## config.mk

```make
export PLATFORM = sky130hd
export DESIGN_NAME = dual_uart_host_modem_pins
export DESIGN_NICKNAME = d
export VERILOG_FILES = /design/src/hw/uart_pins_pkg.sv /design/src/hw/bus_if.sv /design/src/hw/serial_channel.sv /design/src/hw/dual_uart_host_modem_pins.sv
export SDC_FILE = /design/constraint.sdc
export NUM_CORES = 1
export LEC_CHECK = 0
export BUFFER_PORTS_ARGS = -buffer_cell sky130_fd_sc_hd__buf_2
export CORE_UTILIZATION = 25
export DETAILED_ROUTE_END_ITERATION = 8
export PLACE_DENSITY = 0.4
export SLEW_MARGIN = 20
export SYNTH_ARGS = -nofsm -noshare
export SYNTH_HDL_FRONTEND = slang
export SYNTH_HIERARCHICAL = 1
export SYNTH_SLANG_ARGS = --single-unit
```

## constraint.sdc

```tcl
create_clock -name clk_i -period 1.8 [get_ports clk_i]
set_input_delay 0.36 -clock clk_i [delete_from_list [all_inputs] [get_ports clk_i]]
set_output_delay 0.36 -clock clk_i [all_outputs]
set_load 0.01 [all_outputs]
```

## src/hw/uart_pins_pkg.sv

```systemverilog
package uart_pins_pkg;
	localparam int          NUM_CH        = 2;
	localparam logic [2:0]  ADDR_RBR      = 3'h0;
	localparam logic [2:0]  ADDR_IER      = 3'h1;
	localparam logic [2:0]  ADDR_IIR      = 3'h2;
	localparam logic [2:0]  ADDR_LCR      = 3'h3;
	localparam logic [2:0]  ADDR_MCR      = 3'h4;
	localparam logic [2:0]  ADDR_LSR      = 3'h5;
	localparam logic [2:0]  ADDR_MSR      = 3'h6;
	localparam logic [2:0]  ADDR_SCR      = 3'h7;
	localparam int          MCR_DTR_BIT   = 0;
	localparam int          MCR_RTS_BIT   = 1;
	localparam int          MCR_OUT_BIT   = 3;
	localparam int          MSR_CTS_BIT   = 4;
	localparam int          MSR_DSR_BIT   = 5;
	localparam int          MSR_RI_BIT    = 6;
	localparam int          MSR_CD_BIT    = 7;
	localparam int          MSR_DRI_BIT   = 2;
	localparam int          EFR_RTS_BIT   = 6;
	localparam int          EFR_CTS_BIT   = 7;
	localparam int          IER_RXD_BIT   = 0;
	localparam int          IER_TXE_BIT   = 1;
	localparam int          IER_ERR_BIT   = 2;
	localparam int          IER_MS_BIT    = 3;
	localparam logic [7:0]  REG_RESET     = 8'h00;
endpackage

```

## src/hw/bus_if.sv

```systemverilog
`timescale 1ns/10ps
`default_nettype none
interface bus_if;
	logic       rd_pulse;
	logic       wr_pulse;
	logic [2:0] addr;
	logic [7:0] wdata;
	modport ctl (output rd_pulse, output wr_pulse, output addr, output wdata);
	modport ch  (input rd_pulse, input wr_pulse, input addr, input wdata);
endinterface
`default_nettype wire

```

## src/hw/serial_channel.sv

```systemverilog
`timescale 1ns/10ps
`default_nettype none
module serial_channel (
	input  wire logic clk_i,
	input  wire logic resetn_i,
	bus_if.ch         bus,
	input  wire logic sel_i,
	input  wire logic cts_n_i,
	input  wire logic dsr_n_i,
	input  wire logic ri_n_i,
	input  wire logic cd_n_i,
	input  wire logic rx_err_i,
	input  wire logic rx_avail_i,
	input  wire logic tx_space_i,
	output logic [7:0] rdata_o,
	output logic      dtr_n_o,
	output logic      rts_n_o,
	output logic      user_output_n_o,
	output logic      irq_o,
	output logic      irq_oe_o,
	output logic      tx_allow_o,
	output logic      rts_flow_o,
	output logic [7:0] lcr_o,
	output logic      wr_data_o,
	output logic      rd_data_o
);
	typedef struct packed {
		logic [7:0] interrupt_enable_reg;
		logic [7:0] modem_control_reg;
		logic [7:0] enhanced_feature_reg;
		logic [7:0] lcr;
		logic [7:0] scr;
		logic [3:0] delta;
		logic [3:0] prev;
	} ch_state_t;

	ch_state_t  s_q, s_d;
	logic [3:0] now;
	logic [3:0] chg;
	logic       wr, rd;
	logic [7:0] modem_status_reg;

	assign now = {~cd_n_i, ~ri_n_i, ~dsr_n_i, ~cts_n_i};
	assign wr  = bus.wr_pulse & sel_i;
	assign rd  = bus.rd_pulse & sel_i;
	// ring delta only on trailing edge (pin going back high)
	assign chg = {now[3] ^ s_q.prev[3], s_q.prev[2] & ~now[2],
	              now[1:0] ^ s_q.prev[1:0]};
	assign modem_status_reg = {now, s_q.delta};

	always_comb begin
		s_d = s_q;
		s_d.prev = now;
		if (rd && bus.addr == uart_pins_pkg::ADDR_MSR)
			s_d.delta = 4'h0;
		s_d.delta = s_d.delta | chg; // set wins over clear
		if (wr) begin
			case (bus.addr)
			uart_pins_pkg::ADDR_IER: s_d.interrupt_enable_reg = bus.wdata;
			uart_pins_pkg::ADDR_IIR: s_d.enhanced_feature_reg = bus.wdata;
			uart_pins_pkg::ADDR_LCR: s_d.lcr = bus.wdata;
			uart_pins_pkg::ADDR_MCR: s_d.modem_control_reg = bus.wdata;
			uart_pins_pkg::ADDR_SCR: s_d.scr = bus.wdata;
			default: ;
			endcase
		end
	end

	always_ff @(posedge clk_i or negedge resetn_i) begin
		if (!resetn_i)
			s_q <= '0;
		else
			s_q <= s_d;
	end

	always_comb begin
		case (bus.addr)
		uart_pins_pkg::ADDR_IER: rdata_o = s_q.interrupt_enable_reg;
		uart_pins_pkg::ADDR_IIR: rdata_o = s_q.enhanced_feature_reg;
		uart_pins_pkg::ADDR_LCR: rdata_o = s_q.lcr;
		uart_pins_pkg::ADDR_MCR: rdata_o = s_q.modem_control_reg;
		uart_pins_pkg::ADDR_MSR: rdata_o = modem_status_reg;
		uart_pins_pkg::ADDR_SCR: rdata_o = s_q.scr;
		default:                 rdata_o = uart_pins_pkg::REG_RESET;
		endcase
	end

	assign dtr_n_o = ~s_q.modem_control_reg[uart_pins_pkg::MCR_DTR_BIT];
	assign rts_n_o = ~s_q.modem_control_reg[uart_pins_pkg::MCR_RTS_BIT];
	assign user_output_n_o =
		~s_q.modem_control_reg[uart_pins_pkg::MCR_OUT_BIT];
	assign irq_oe_o = s_q.modem_control_reg[uart_pins_pkg::MCR_OUT_BIT];
	assign irq_o = irq_oe_o & (
		(s_q.interrupt_enable_reg[uart_pins_pkg::IER_RXD_BIT] & rx_avail_i) |
		(s_q.interrupt_enable_reg[uart_pins_pkg::IER_TXE_BIT] & tx_space_i) |
		(s_q.interrupt_enable_reg[uart_pins_pkg::IER_ERR_BIT] & rx_err_i) |
		(s_q.interrupt_enable_reg[uart_pins_pkg::IER_MS_BIT] & (|s_q.delta)));
	// cts gates the transmitter only in auto mode
	assign tx_allow_o = ~s_q.enhanced_feature_reg[uart_pins_pkg::EFR_CTS_BIT]
	                    | now[0];
	assign rts_flow_o = s_q.enhanced_feature_reg[uart_pins_pkg::EFR_RTS_BIT];
	assign lcr_o     = s_q.lcr;
	assign wr_data_o = wr && bus.addr == uart_pins_pkg::ADDR_RBR;
	assign rd_data_o = rd && bus.addr == uart_pins_pkg::ADDR_RBR;
endmodule
`default_nettype wire

```

## src/hw/dual_uart_host_modem_pins.sv

```systemverilog
`timescale 1ns/10ps
`default_nettype none
module dual_uart_host_modem_pins (
	input  wire logic       clk_i,
	input  wire logic       resetn_i,
	input  wire logic       chip_select_ch_a_n_i,
	input  wire logic       chip_select_ch_b_n_i,
	input  wire logic       read_strobe_n_i,
	input  wire logic       write_strobe_n_i,
	input  wire logic [2:0] addr_i,
	input  wire logic [7:0] data_i,
	output logic      [7:0] data_o,
	output logic            data_oe_o,
	input  wire logic [1:0] cts_n_i,
	input  wire logic [1:0] dsr_n_i,
	input  wire logic [1:0] ring_n_i,
	input  wire logic [1:0] carrier_detect_n_i,
	input  wire logic [1:0] rx_err_i,
	input  wire logic [1:0] rx_avail_i,
	input  wire logic [1:0] tx_space_i,
	output logic      [1:0] dtr_n_o,
	output logic      [1:0] rts_n_o,
	output logic      [1:0] user_output_n_o,
	output logic      [1:0] irq_o,
	output logic      [1:0] irq_oe_o,
	output logic      [1:0] tx_allow_o,
	output logic      [1:0] rts_flow_o,
	output logic      [1:0] serial_enable_o
);
	localparam int N = uart_pins_pkg::NUM_CH;

	////////////////////////////////////////////////////////////////////////
	// pin synchronisers, edge detect between the second and third stage
	typedef struct packed {
		logic [1:0]  sel_n1, sel_n2;
		logic        rd_n1, rd_n2, rd_n3;
		logic        wr_n1, wr_n2, wr_n3;
		logic [2:0]  a1, a2;
		logic [7:0]  d1, d2;
		logic [7:0]  m1, m2;
		logic [7:0]  dout;
		logic        doe;
		logic [1:0]  dtr_n, rts_n, op_n, irq, irq_oe, txa, rtsf, ser_en;
	} top_state_t;

	top_state_t s_q, s_d;
	logic [1:0] sel;
	logic [7:0] rdat [N];
	logic [1:0] c_dtr, c_rts, c_op, c_irq, c_oe, c_txa, c_rtsf;

	bus_if bus ();

	assign sel          = ~s_q.sel_n2;
	assign bus.rd_pulse = s_q.rd_n3 & ~s_q.rd_n2;
	assign bus.wr_pulse = ~s_q.wr_n3 & s_q.wr_n2;
	assign bus.addr     = s_q.a2;
	assign bus.wdata    = s_q.d2;

	////////////////////////////////////////////////////////////////////////
	generate
		for (genvar i = 0; i < N; i++) begin : g_ch
			serial_channel u_ch (
				.clk_i           (clk_i),
				.resetn_i        (resetn_i),
				.bus             (bus),
				.sel_i           (sel[i]),
				.cts_n_i         (s_q.m2[4*i+0]),
				.dsr_n_i         (s_q.m2[4*i+1]),
				.ri_n_i          (s_q.m2[4*i+2]),
				.cd_n_i          (s_q.m2[4*i+3]),
				.rx_err_i        (rx_err_i[i]),
				.rx_avail_i      (rx_avail_i[i]),
				.tx_space_i      (tx_space_i[i]),
				.rdata_o         (rdat[i]),
				.dtr_n_o         (c_dtr[i]),
				.rts_n_o         (c_rts[i]),
				.user_output_n_o (c_op[i]),
				.irq_o           (c_irq[i]),
				.irq_oe_o        (c_oe[i]),
				.tx_allow_o      (c_txa[i]),
				.rts_flow_o      (c_rtsf[i]),
				.lcr_o           (),
				.wr_data_o       (),
				.rd_data_o       ()
			);
		end
	endgenerate

	////////////////////////////////////////////////////////////////////////
	always_comb begin
		s_d = s_q;
		s_d.sel_n1 = {chip_select_ch_b_n_i, chip_select_ch_a_n_i};
		s_d.sel_n2 = s_q.sel_n1;
		s_d.rd_n1  = read_strobe_n_i;
		s_d.rd_n2  = s_q.rd_n1;
		s_d.rd_n3  = s_q.rd_n2;
		s_d.wr_n1  = write_strobe_n_i;
		s_d.wr_n2  = s_q.wr_n1;
		s_d.wr_n3  = s_q.wr_n2;
		s_d.a1     = addr_i;
		s_d.a2     = s_q.a1;
		s_d.d1     = data_i;
		s_d.d2     = s_q.d1;
		s_d.m1     = {carrier_detect_n_i[1], ring_n_i[1], dsr_n_i[1], cts_n_i[1],
		              carrier_detect_n_i[0], ring_n_i[0], dsr_n_i[0], cts_n_i[0]};
		s_d.m2     = s_q.m1;
		// both selected: channel a wins the read, avoiding contention
		if (bus.rd_pulse && sel[0])
			s_d.dout = rdat[0];
		else if (bus.rd_pulse && sel[1])
			s_d.dout = rdat[1];
		s_d.doe    = ~s_q.rd_n2 & (|sel);
		s_d.dtr_n  = c_dtr;
		s_d.rts_n  = c_rts;
		s_d.op_n   = c_op;
		s_d.irq    = c_irq;
		s_d.irq_oe = c_oe;
		s_d.txa    = c_txa;
		s_d.rtsf   = c_rtsf;
		s_d.ser_en = 2'h3;
	end

	always_ff @(posedge clk_i or negedge resetn_i) begin
		if (!resetn_i) begin
			s_q        <= '0;
			s_q.sel_n1 <= 2'h3;
			s_q.sel_n2 <= 2'h3;
			s_q.rd_n1  <= 1'h1;
			s_q.rd_n2  <= 1'h1;
			s_q.rd_n3  <= 1'h1;
			s_q.wr_n1  <= 1'h1;
			s_q.wr_n2  <= 1'h1;
			s_q.wr_n3  <= 1'h1;
			s_q.m1     <= 8'hFF;
			s_q.m2     <= 8'hFF;
			s_q.dtr_n  <= 2'h3;
			s_q.rts_n  <= 2'h3;
			s_q.op_n   <= 2'h3;
			s_q.txa    <= 2'h3;
		end else begin
			s_q <= s_d;
		end
	end

	assign data_o          = s_q.dout;
	assign data_oe_o       = s_q.doe;
	assign dtr_n_o         = s_q.dtr_n;
	assign rts_n_o         = s_q.rts_n;
	assign user_output_n_o = s_q.op_n;
	assign irq_o           = s_q.irq;
	assign irq_oe_o        = s_q.irq_oe;
	assign tx_allow_o      = s_q.txa;
	assign rts_flow_o      = s_q.rtsf;
	assign serial_enable_o = s_q.ser_en;
endmodule
`default_nettype wire

```

Word-level counts from Yosys, hierarchy flattened
Index checks and enable logic that the tools add are counted.

operators by class
  equality and inequality tests = 6
  multiplexer cells = 6
  bitwise logic cells = 52
  reduce and logical (&&, ||, !) cells = 18

operators by type and width
  kind                                                              count
  8-bit one-hot mux with 6 select lines                             2
  2-bit AND reduction                                               10
  1-bit bitwise AND                                                 19
  1-bit inverter                                                    18
  8-bit 2-to-1 mux                                                  2
  3-bit == test (second input constant)                             3
  4-bit 2-to-1 mux                                                  2
  1-bit OR                                                          8
  4-bit OR                                                          2
  4-bit OR reduction                                                2
  3-bit by 2-bit == test with 1-bit output (second input constant)  2
  1-bit logical AND                                                 4
  2-bit XOR                                                         2
  3-bit by 1-bit == test with 1-bit output (second input constant)  1
  2-bit inverter                                                    1
  2-bit nonzero test                                                1
  2-bit OR reduction                                                1
  1-bit XOR                                                         2

storage, ports and cells
  bits in registers = 168
  input bits = 31

Depth between registers and ports, before layout
Gate-level depths: netlist of run 1.

  depth after elaboration = 6
  mapped depth = 9

Cells and area by module
Netlist of run 1, hierarchy kept.

modules (own cells, without submodules)
  module                     instances  cells each  area each (sq um)  seq. area each (sq um)
  serial_channel             2          182         2,359.8            1,201.2
  dual_uart_host_modem_pins  1          140         2,361.0            1,844.3

Worst setup path after synthesis of run 1
OpenSTA, ideal clock, no wires.

  path type = flip-flop to flip-flop
  start = register s_q, in the netlist bus.addr[1]
  end = register s_q, in the netlist data_o[6]
  setup time = 0.123 ns
  arrival time = 1.808 ns
  slack = -0.131 ns
  stages on the path, launching flop included = 9
  path buffers = 2
  cell sequence = dfrtp_1 -> buf_4 -> buf_2 -> nand2_1 -> o211ai_1 -> o311ai_0 -> nor4b_1 -> o21ai_1 -> o221a_1

RTL lines
  what         line                             source
  from (decl)  dual_uart_host_modem_pins.sv:46  top_state_t s_q, s_d;

Final worst setup path of run 1
  start = register s_q, in the netlist s_d[63]
  end = register g_ch[1].u_ch/s_q[41] (netlist name)

between the ends
  cells in the longest elaborated chain, start to end = 3

ends and longest elaborated chain
  what                           line                             source
  1-bit bitwise AND              dual_uart_host_modem_pins.sv:55  assign bus.wr_pulse = ~s_q.wr_n3 & s_q.wr_n2;
  via bus.wr_pulse               bus_if.sv:5                      logic wr_pulse;
  1-bit bitwise AND              serial_channel.sv:44             assign wr = bus.wr_pulse & sel_i;
  2-bit AND reduction (no line)  --
  to (signal assigned)           serial_channel.sv:71             s_q <= '0;
  to (signal assigned)           serial_channel.sv:73             s_q <= s_d;
  to (decl)                      serial_channel.sv:37             ch_state_t s_q, s_d;

The timed path passes the listed nets, and every way through them passes these cells.
A chain may end at the register's enable or synchronous reset.

==> results of run 1 <==
## path summary, 6_finish.rpt
path / cells after the start / slack [ns] / to
worst max-delay path: 6 / -0.02 / g_ch[1].u_ch/s_q[41]
worst min-delay path: 1 / 0.02 / s_d[69]
worst max register to register: 6 / -0.02 / g_ch[1].u_ch/s_q[41]
worst min register to register: 0 / 0.35 / bus.addr[0]
max in group asynchronous: 3 / 0.76 / s_d[25]
min in group asynchronous: 2 / 0.40 / s_d[48]
## per-stage QoR
| step | cells | hold slack (ns) |
|---|---|---|
| after floorplan | 482 | 0.06441 |
| after global placement | 918 | 0.2890 |
| after detailed placement | 918 | 0.2963 |
| after CTS | 958 | 0.002754 |
| after global routing | 961 | 0.005406 |
| final | 961 | 0.02337 |
## metal layers
layer / share of wire, % / up-vias
met5: 0 / -
met4: 1.9 / 0
met3: 3.4 / 19
met2: 45 / 72
met1: 49 / 2195
li1: - / 1916
## power breakdown
group	total, mW	switching [mW]	internal (mW)	leakage, nW
registers	4.73	0.403	4.33	2.00
clock network	3.58	1.59	1.99	0.276
logic	1.34	0.568	0.772	1.63
## final cells by class
type,instances,area [µm²]
clock inverter,13,120.1
fill,2664,18110
tap,372,465.4
multi-input combinational,253,2690
inverter,18,68.82
timing repair buffer,118,945.9
clock buffer,19,452.9
sequential,168,4250
## timing repair
action / in CTS / in global routing
gates resized for setup: 48 / 60
hold buffers: 1 / 1
pin swaps: 26 / 20
setup endpoints to repair: 61 / 53
endpoints found under the hold margin: 19 / 1
buffers inserted: 8 / 2
==> impl_metrics.csv, run 1 <==
group,metric,value,unit
sta,hold_violations,0,
global_routing,grt_max_degree,47,
detailed_routing,drtIter0Drc,243,
detailed_routing,firstDrtPassIters,4,
placement,dp_worst_setup_slack,-0.2517,ns
yosys,synth_warnings,6,
placement,dp_hpwl,12.23,mm
detailed_routing,ant_nets,0,
global_routing,grtUsageMet3,2.174,%
setup_path,crit_type,"reg -> reg",
setup_path,worstPathArrival,2.13,ns
layout,final_area,8994,µm²
sta,setup_viol,7,
hold_path,worstHoldPathType,"in -> reg",
detailed_routing,drc,0,
run,drv_cap,0,
sta,setup_slack,-0.02043,ns
clocking,cts.path.max_buffers,2,
yosys,syn_inst,482,
clocking,clk_latency,0.43,ns
placement,place_congestion,0.7841,
sta,max_freq,549.3,MHz
yosys,avgSynthCellArea,14.38,µm²
setup_path,worstSetupStartpoint,"s_d[63]",
placement,io_buffers,55,
floorplan,ios,56,
run_status,status,"complete, but fails checks",
detailed_routing,num_vias,4202,
layout,largest_reg_flops,68,
layout,finalNetCount,607,
sta,worst_pin_slew,0.5873,ns
setup_path,crit_chain,"nor2b_4, buf_12, nand3b_4, nor3b_4, buf_6, mux2_2",
sta,post-route-period-util,101.1,%
sta,drv_slew,0,
sta,max_slew_margin,60.84,%
pwr,power.total,9.645,mW
global_routing,top_usage_layer,"met2",
pwr,leakagePower,3.908,nW
floorplan,core_area,27100,µm²
pwr,irDropWorstVdd,0.0004902,V
global_routing,grt_use_met2,19.09,%
setup_path,cp_top_family,"simple AND/OR/NAND/NOR gates",
global_routing,grt_pass1_wl,27.28,mm
setup_path,slowest_stage,"dfstp_2",
sta,rsz0062_at_grt,"true",
setup_path,startpoint_type,"flip-flop",
clocking,h-tree-depth,4,
clocking,path_clk_slew,0.07,ns
setup_path,critical_path_required,2.11,ns
floorplan,start_util,25.57,%
yosys,synthesis.area,6930,µm²
clocking,clkSinkCount,168,
layout,layout_commonest_cell,"dfrtp_1",
floorplan,fp.dieW,168.5,µm
sta,skew,0.009666,ns
pwr,p_per_area,1072,nW/µm²
sta,finalCriticalPeriod,1.820,ns
global_routing,grt_util_met1,18.62,%
detailed_routing,routed_wl,17.18,mm
layout,final_util,33.19,%
global_routing,grt_pass1_vias,4577,
detailed_routing,vias_per_cell,4.373,
global_routing,grt_usage,12.88,%
layout,area_growth,29.77,%
hold_path,min_from,"chip_select_ch_a_n_i",
detailed_routing,avgRoutedWirePerCell,17.88,µm
global_routing,gr-total-overflow,0,
floorplan,dieArea,28390,µm²
global_routing,antenna_found_initial,0,
setup_path,cp_max_fo,4,
setup_path,cp_num_buf_inv,2,
yosys,syn-num-nets,513,
setup_path,critPathCaptureType,"flip-flop",
placement,post_dp_cell_area,7840,µm²
clocking,cts_tree,"yes",
clocking,root_buffer,"clkbuf_16",
layout,layout-drive-gt1-share,55.86,%
sta,setup_tns,-0.07110,ns
floorplan,die_h,168.5,µm
layout,n_antenna_cell,0,
setup_path,slowest_delay,0.53,ns
layout,max_flop_register,"g_ch.u_ch/s_q",
layout,final_cell_mix,"131 x dfrtp_1, 57 x mux2_2, 54 x buf_2, 34 x dfstp_2, 33 x mux2_4",
run_status,violations,"setup timing",
floorplan,row_count,60,
clocking,numCtsBuffers,17,
setup_path,r2r_start,"s_d[63]",
(Power assumes the default switching activity.)
==> inputs of run 2 (changes only) <==
Settings changed: CELL_PAD_IN_SITES_DETAIL_PLACEMENT from default to 1, CELL_PAD_IN_SITES_GLOBAL_PLACEMENT from default to 1, GPL_ROUTABILITY_DRIVEN from default to 0, PLACE_DENSITY 0.4 to 0.46.
==> impl_metrics.csv, run 2 (synthesis gave the netlist of run 1 again) <==
group,metric,value,unit
run_status,status,"finished, final reports clean",
layout,area_growth,29.59,%
hold_path,min_from,"cts_n_i[1]",
setup_path,r2r_end,"g_ch[1].u_ch/s_q[45]",
layout,regArea,4250,µm²
sta,drv_slew,0,
sta,setup_tns,0,ns
floorplan,ios,56,
sta,finalCriticalPeriod,1.793,ns
sta,whs,0.02348,ns
detailed_routing,routed_wl,17.83,mm
layout,multi_input_area,2686,µm²
layout,layout-drive-gt1-share,54.45,%
global_routing,grt_pass1_vias,4577,
layout,final_cell_mix,"131 x dfrtp_1, 58 x mux2_2, 54 x buf_2, 34 x dfstp_2, 32 x mux2_4",
clocking,path_clk_slew,0.06,ns
setup_path,startpoint_type,"flip-flop",
hold_path,whs_path_depth,1,
setup_path,crit_chain,"nor2b_4, buf_12, nand3b_4, nor3b_4, buf_6, mux2_4",
detailed_routing,avgRoutedWirePerCell,18.65,µm
clocking,root_buffer,"clkbuf_16",
placement,dp_hpwl,12.54,mm
setup_path,slowest_delay,0.53,ns
detailed_routing,drtIter0Drc,208,
floorplan,dieArea,28390,µm²
run,drv_cap,0,
clocking,clkSinkCount,168,
setup_path,r2r_start,"s_d[63]",
sta,worst_pin_slew,0.6562,ns
setup_path,critical_path_required,2.11,ns
setup_path,crit_type,"reg -> reg",
placement,io_buffers,55,
sta,hold_violations,0,
layout,max_flop_register,"g_ch.u_ch/s_q",
sta,setup_viol,0,
setup_path,r2r_cells,6,
global_routing,grt_pass1_wl,28.10,mm
detailed_routing,vias_per_cell,4.381,
sta,max_freq,557.8,MHz
floorplan,row_count,60,
clocking,h-tree-depth,4,
layout,fillCellCount,2810,
global_routing,antenna_found_initial,0,
pwr,p_per_area,1088,nW/µm²
detailed_routing,firstDrtPassIters,4,
layout,finalNetCount,602,
sta,rsz0062_at_grt,"true",
floorplan,fp.dieW,168.5,µm
setup_path,worstPathArrival,2.10,ns
setup_path,cp_max_fo,4,
layout,n_antenna_cell,0,
clocking,clk_latency,0.43,ns
sta,max_slew_margin,56.25,%
layout,layout_commonest_cell,"dfrtp_1",
detailed_routing,drc,0,
layout,largest_reg_flops,68,
pwr,irDropWorstVdd,0.0006855,V
clocking,numCtsBuffers,17,
global_routing,grt_usage,13.37,%
pwr,leakagePower,3.888,nW
global_routing,grt_max_degree,43,
hold_path,worstHoldPathType,"in -> reg",
clocking,cts_tree,"yes",
hold_path,holdPathEnd,"s_d[29]",
clocking,cts.path.max_buffers,2,
setup_path,reg2reg_slack,0.007,ns
sta,skew,0.01192,ns
setup_path,slowest_stage,"dfstp_2",
floorplan,start_util,25.57,%
setup_path,critPathCaptureType,"flip-flop",
detailed_routing,num_vias,4188,
floorplan,core_area,27100,µm²
global_routing,gr-total-overflow,0,
detailed_routing,ant_nets,0,
floorplan,die_h,168.5,µm
sta,post-route-period-util,99.60,%
run 2: cell types whose count changed in the layout (fill, tap and decap cells not counted), moves of 3 or more:
cell / delta
a221oi_1: -7
a221oi_2: +7
buf_12: +3
buf_4: -4
buf_6: -4
clkbuf_1: +7
clkinvlp_4: -3
inv_6: -3
run 2: area by class of cell:
cell class                 count  area share [%]
clock buffer                  25           5.182
clock inverter                 7           1.351
inverter                      18          0.7662
multi-input combinational    253           29.91
sequential                   168           47.33
tap                          372           5.182
timing repair buffer         113           10.28
run 2: routing by layer:
metal | GRT usage, % | vias up | part of all wire [%]
met5 | 0 | - | 0
met4 | 5.455 | 0 | 1.6
met3 | 2.361 | 17 | 3.0
met2 | 19.77 | 70 | 45
met1 | 19.25 | 2195 | 50
li1 | - | 1906 | -
run 2: per-stage QoR:
stage	setup WS, ns	util (%)	instances	power [mW]	cell area (µm²)
after global routing	-0.07113	33.14	956	10.24	8981
after CTS	-0.02346	32.26	951	9.810	8742
after global placement	-0.1402	29.02	913	5.892	7865
after detailed placement	-0.1565	29.02	913	5.938	7865
final	0.007170	33.14	956	9.770	8981
after floorplan	0.004726	-	482	5.469	6937
run 2: worst max-delay path: cells and delay by family, from the launching register on:
kind / cells / cell delay, ns
buf+inv: 2 / 0.31
simple gates: 3 / 0.52
flops: 1 / 0.53
mux: 1 / 0.30
run 2: timing repair:
item | in CTS | in global routing
setup endpoints to repair | 71 | 64
gates resized for setup | 57 | 45
buffers inserted | 5 | 5
endpoints found under the hold margin | 29 | 0
hold buffers | 2 | 0
pin swaps | 23 | 11
run 2: how the worst max path moves through the flow:
stage	start	endpoint	slack [ns]
after global placement	bus.addr[2]	data_o[4]	-0.14
final	s_d[63]	g_ch[1].u_ch/s_q[45]	0.007
after global routing	s_d[63]	g_ch[0].u_ch/s_q[45]	-0.07
after CTS	s_d[63]	g_ch[0].u_ch/s_q[41]	-0.02
after floorplan	bus.addr[1]	data_o[5]	0.005
after detailed placement	bus.addr[2]	data_o[2]	-0.16
run 2: report_power, final:
part / switching (mW) / internal (mW) / total (mW)
logic: 0.580 / 0.766 / 1.35
clock network: 1.46 / 2.23 / 3.69
registers: 0.411 / 4.33 / 4.74
total: 2.45 / 7.32 / 9.77
==> inputs of run 3 (changes only) <==
Settings changed: CORE_UTILIZATION 25 to 35, PLACE_DENSITY 0.46 to 0.6, SETUP_SLACK_MARGIN from default to 0.05.
==> impl_metrics.csv, run 3 (synthesis gave the netlist of run 1 again) <==
group,metric,value,unit
run_status,status,"complete, but fails checks",
run_status,violations,"setup timing",
setup_path,crit_chain,"nor2b_4, buf_8, nand3b_4, buf_12, nor3_4, buf_6, mux2_4",
detailed_routing,drc,0,
detailed_routing,avgRoutedWirePerCell,20.52,µm
hold_path,worstHoldPathType,"in -> reg",
setup_path,critical_path_required,2.11,ns
setup_path,cp.depth,7,
setup_path,slowest_stage,"dfstp_2",
clocking,clk_latency,0.43,ns
hold_path,whs_path_depth,1,
detailed_routing,ant_nets,0,
clocking,cts.path.max_buffers,2,
clocking,h-tree-depth,4,
pwr,leakagePower,3.943,nW
layout,final_util,45.90,%
setup_path,slowest_delay,0.53,ns
layout,layout-drive-gt1-share,56.58,%
floorplan,start_util,35.61,%
placement,post_dp_cell_area,7701,µm²
sta,max_slew_margin,57.34,%
global_routing,grt_pass1_vias,4798,
floorplan,die_h,142.7,µm
sta,drv_slew,0,
clocking,path_clk_slew,0.07,ns
detailed_routing,routed_wl,17.45,mm
setup_path,critPathCaptureType,"flip-flop",
sta,setup_slack,-0.08620,ns
setup_path,worstPathArrival,2.20,ns
setup_path,startpoint_type,"flip-flop",
sta,post-route-period-util,104.8,%
floorplan,core_area,19460,µm²
detailed_routing,vias_per_cell,5.009,
sta,skew,0.01127,ns
sta,finalCriticalPeriod,1.886,ns
global_routing,grt_usage,18.35,%
clocking,cts_tree,"yes",
sta,setup_viol,23,
layout,final_area,8934,µm²
layout,layout_commonest_cell,"dfrtp_1",
global_routing,gr-total-overflow,0,
placement,io_buffers,55,
pwr,irDropWorstVdd,0.0007142,V
layout,finalNetCount,603,
clocking,clkSinkCount,168,
layout,n_antenna_cell,0,
setup_path,r2r_cells,7,
layout,finalNonFillerCells,850,
layout,area_growth,28.90,%
placement,dp_hpwl,11.64,mm
setup_path,reg2reg_slack,-0.09,ns
clocking,numCtsBuffers,17,
detailed_routing,firstDrtPassIters,4,
setup_path,cp_num_buf_inv,3,
floorplan,dieArea,20370,µm²
global_routing,grt_max_degree,67,
run,drv_cap,0,
global_routing,antenna_found_initial,0,
global_routing,grt_pass1_wl,27.52,mm
detailed_routing,num_vias,4258,
sta,hold_violations,0,
layout,largest_reg_flops,68,
setup_path,cp_max_fo,4,
sta,worst_pin_slew,0.6399,ns
floorplan,ios,56,
layout,final_cell_mix,"131 x dfrtp_1, 61 x mux2_4, 54 x buf_2, 34 x dfstp_2, 29 x mux2_2",
pwr,power.total,9.706,mW
floorplan,fp.dieW,142.7,µm
placement,dp_cells,807,
pwr,p_per_area,1086,nW/µm²
setup_path,crit_type,"reg -> reg",
layout,max_flop_register,"g_ch.u_ch/s_q",
setup_path,cp_top_family,"flip-flops",
sta,rsz0062_at_grt,"true",
detailed_routing,drtIter0Drc,224,
clocking,root_buffer,"clkbuf_16",
sta,max_freq,530.2,MHz
floorplan,row_count,51,
-- run 3: cell types whose count changed in the layout (fill, tap and decap cells not counted), sizes merged --
cell         previous run  this run
bufinv                  3         1
dlygate4sd3             2         1
clkinvlp                0         6
clkbuf                 26        17
clkinv                  5         3
buf                   110       113
inv                    17        23
-- run 3: routing by layer --
metal / vias up / share of wire [%] / track usage (%) / routed length, µm
li1: 1911 / - / - / -
met1: 2242 / 48 / 25.09 / 8348
met2: 83 / 47 / 28.97 / 8277
met3: 22 / 3.0 / 3.286 / 518
met4: 0 / 1.7 / 7.018 / 302
met5: - / 0 / 0 / 0
-- run 3: stage by stage --
step / hold WS, ns / setup TNS (ns) / worst slack, ns
finish: 0.01885 / -1.183 / -0.08620
global route: 0.002008 / -3.892 / -0.1702
CTS: 0.002705 / -1.502 / -0.08641
detailed placement: 0.2742 / -3.402 / -0.2092
global placement: 0.2663 / -2.323 / -0.1449
floorplan: 0.06441 / 0 / 0.05109
-- run 3: worst paths after layout --
check,end,start
max,g_ch[0].u_ch/s_q[24],s_d[63]
max in group asynchronous,s_d[29],resetn_i
min in group asynchronous,g_ch[0].u_ch/irq_oe_o,resetn_i
min,s_d[67],read_strobe_n_i
max reg2reg,g_ch[0].u_ch/s_q[24],s_d[63]
min reg2reg,bus.wdata[3],s_d[44]
-- run 3: worst register-to-register path: stages, from the launching register on --
cell      delay [ns]
dfstp_2         0.53
nor2b_4         0.14
buf_8           0.14
nand3b_4        0.13
buf_12          0.15
nor3_4          0.21
buf_6           0.17
mux2_4          0.30
-- run 3: what timing repair did --
item / 4_1_cts / 5_1_grt
hold buffers: 1 / 0
endpoints found under the setup margin: 69 / 83
hold endpoints to repair: 25 / 0
resized for setup: 77 / 65
setup buffers: 8 / 4
pin swaps: 27 / 18
cloned: 0 / 0
-- run 3: final cells by class --
class / instances / area, µm²
clock buffer: 17 / 425.4
clock inverter: 15 / 141.4
fill: 1921 / 10530
inverter: 18 / 68.82
multi-input combinational: 253 / 2781
sequential: 168 / 4250
tap: 265 / 331.6
timing repair buffer: 114 / 934.6
-- run 3: report_power, final --
| group | leakage [nW] | internal (mW) | switching [mW] |
|---|---|---|---|
| logic | 1.69 | 0.829 | 0.587 |
| clock network | 0.260 | 1.93 | 1.60 |
| registers | 2.00 | 4.33 | 0.434 |
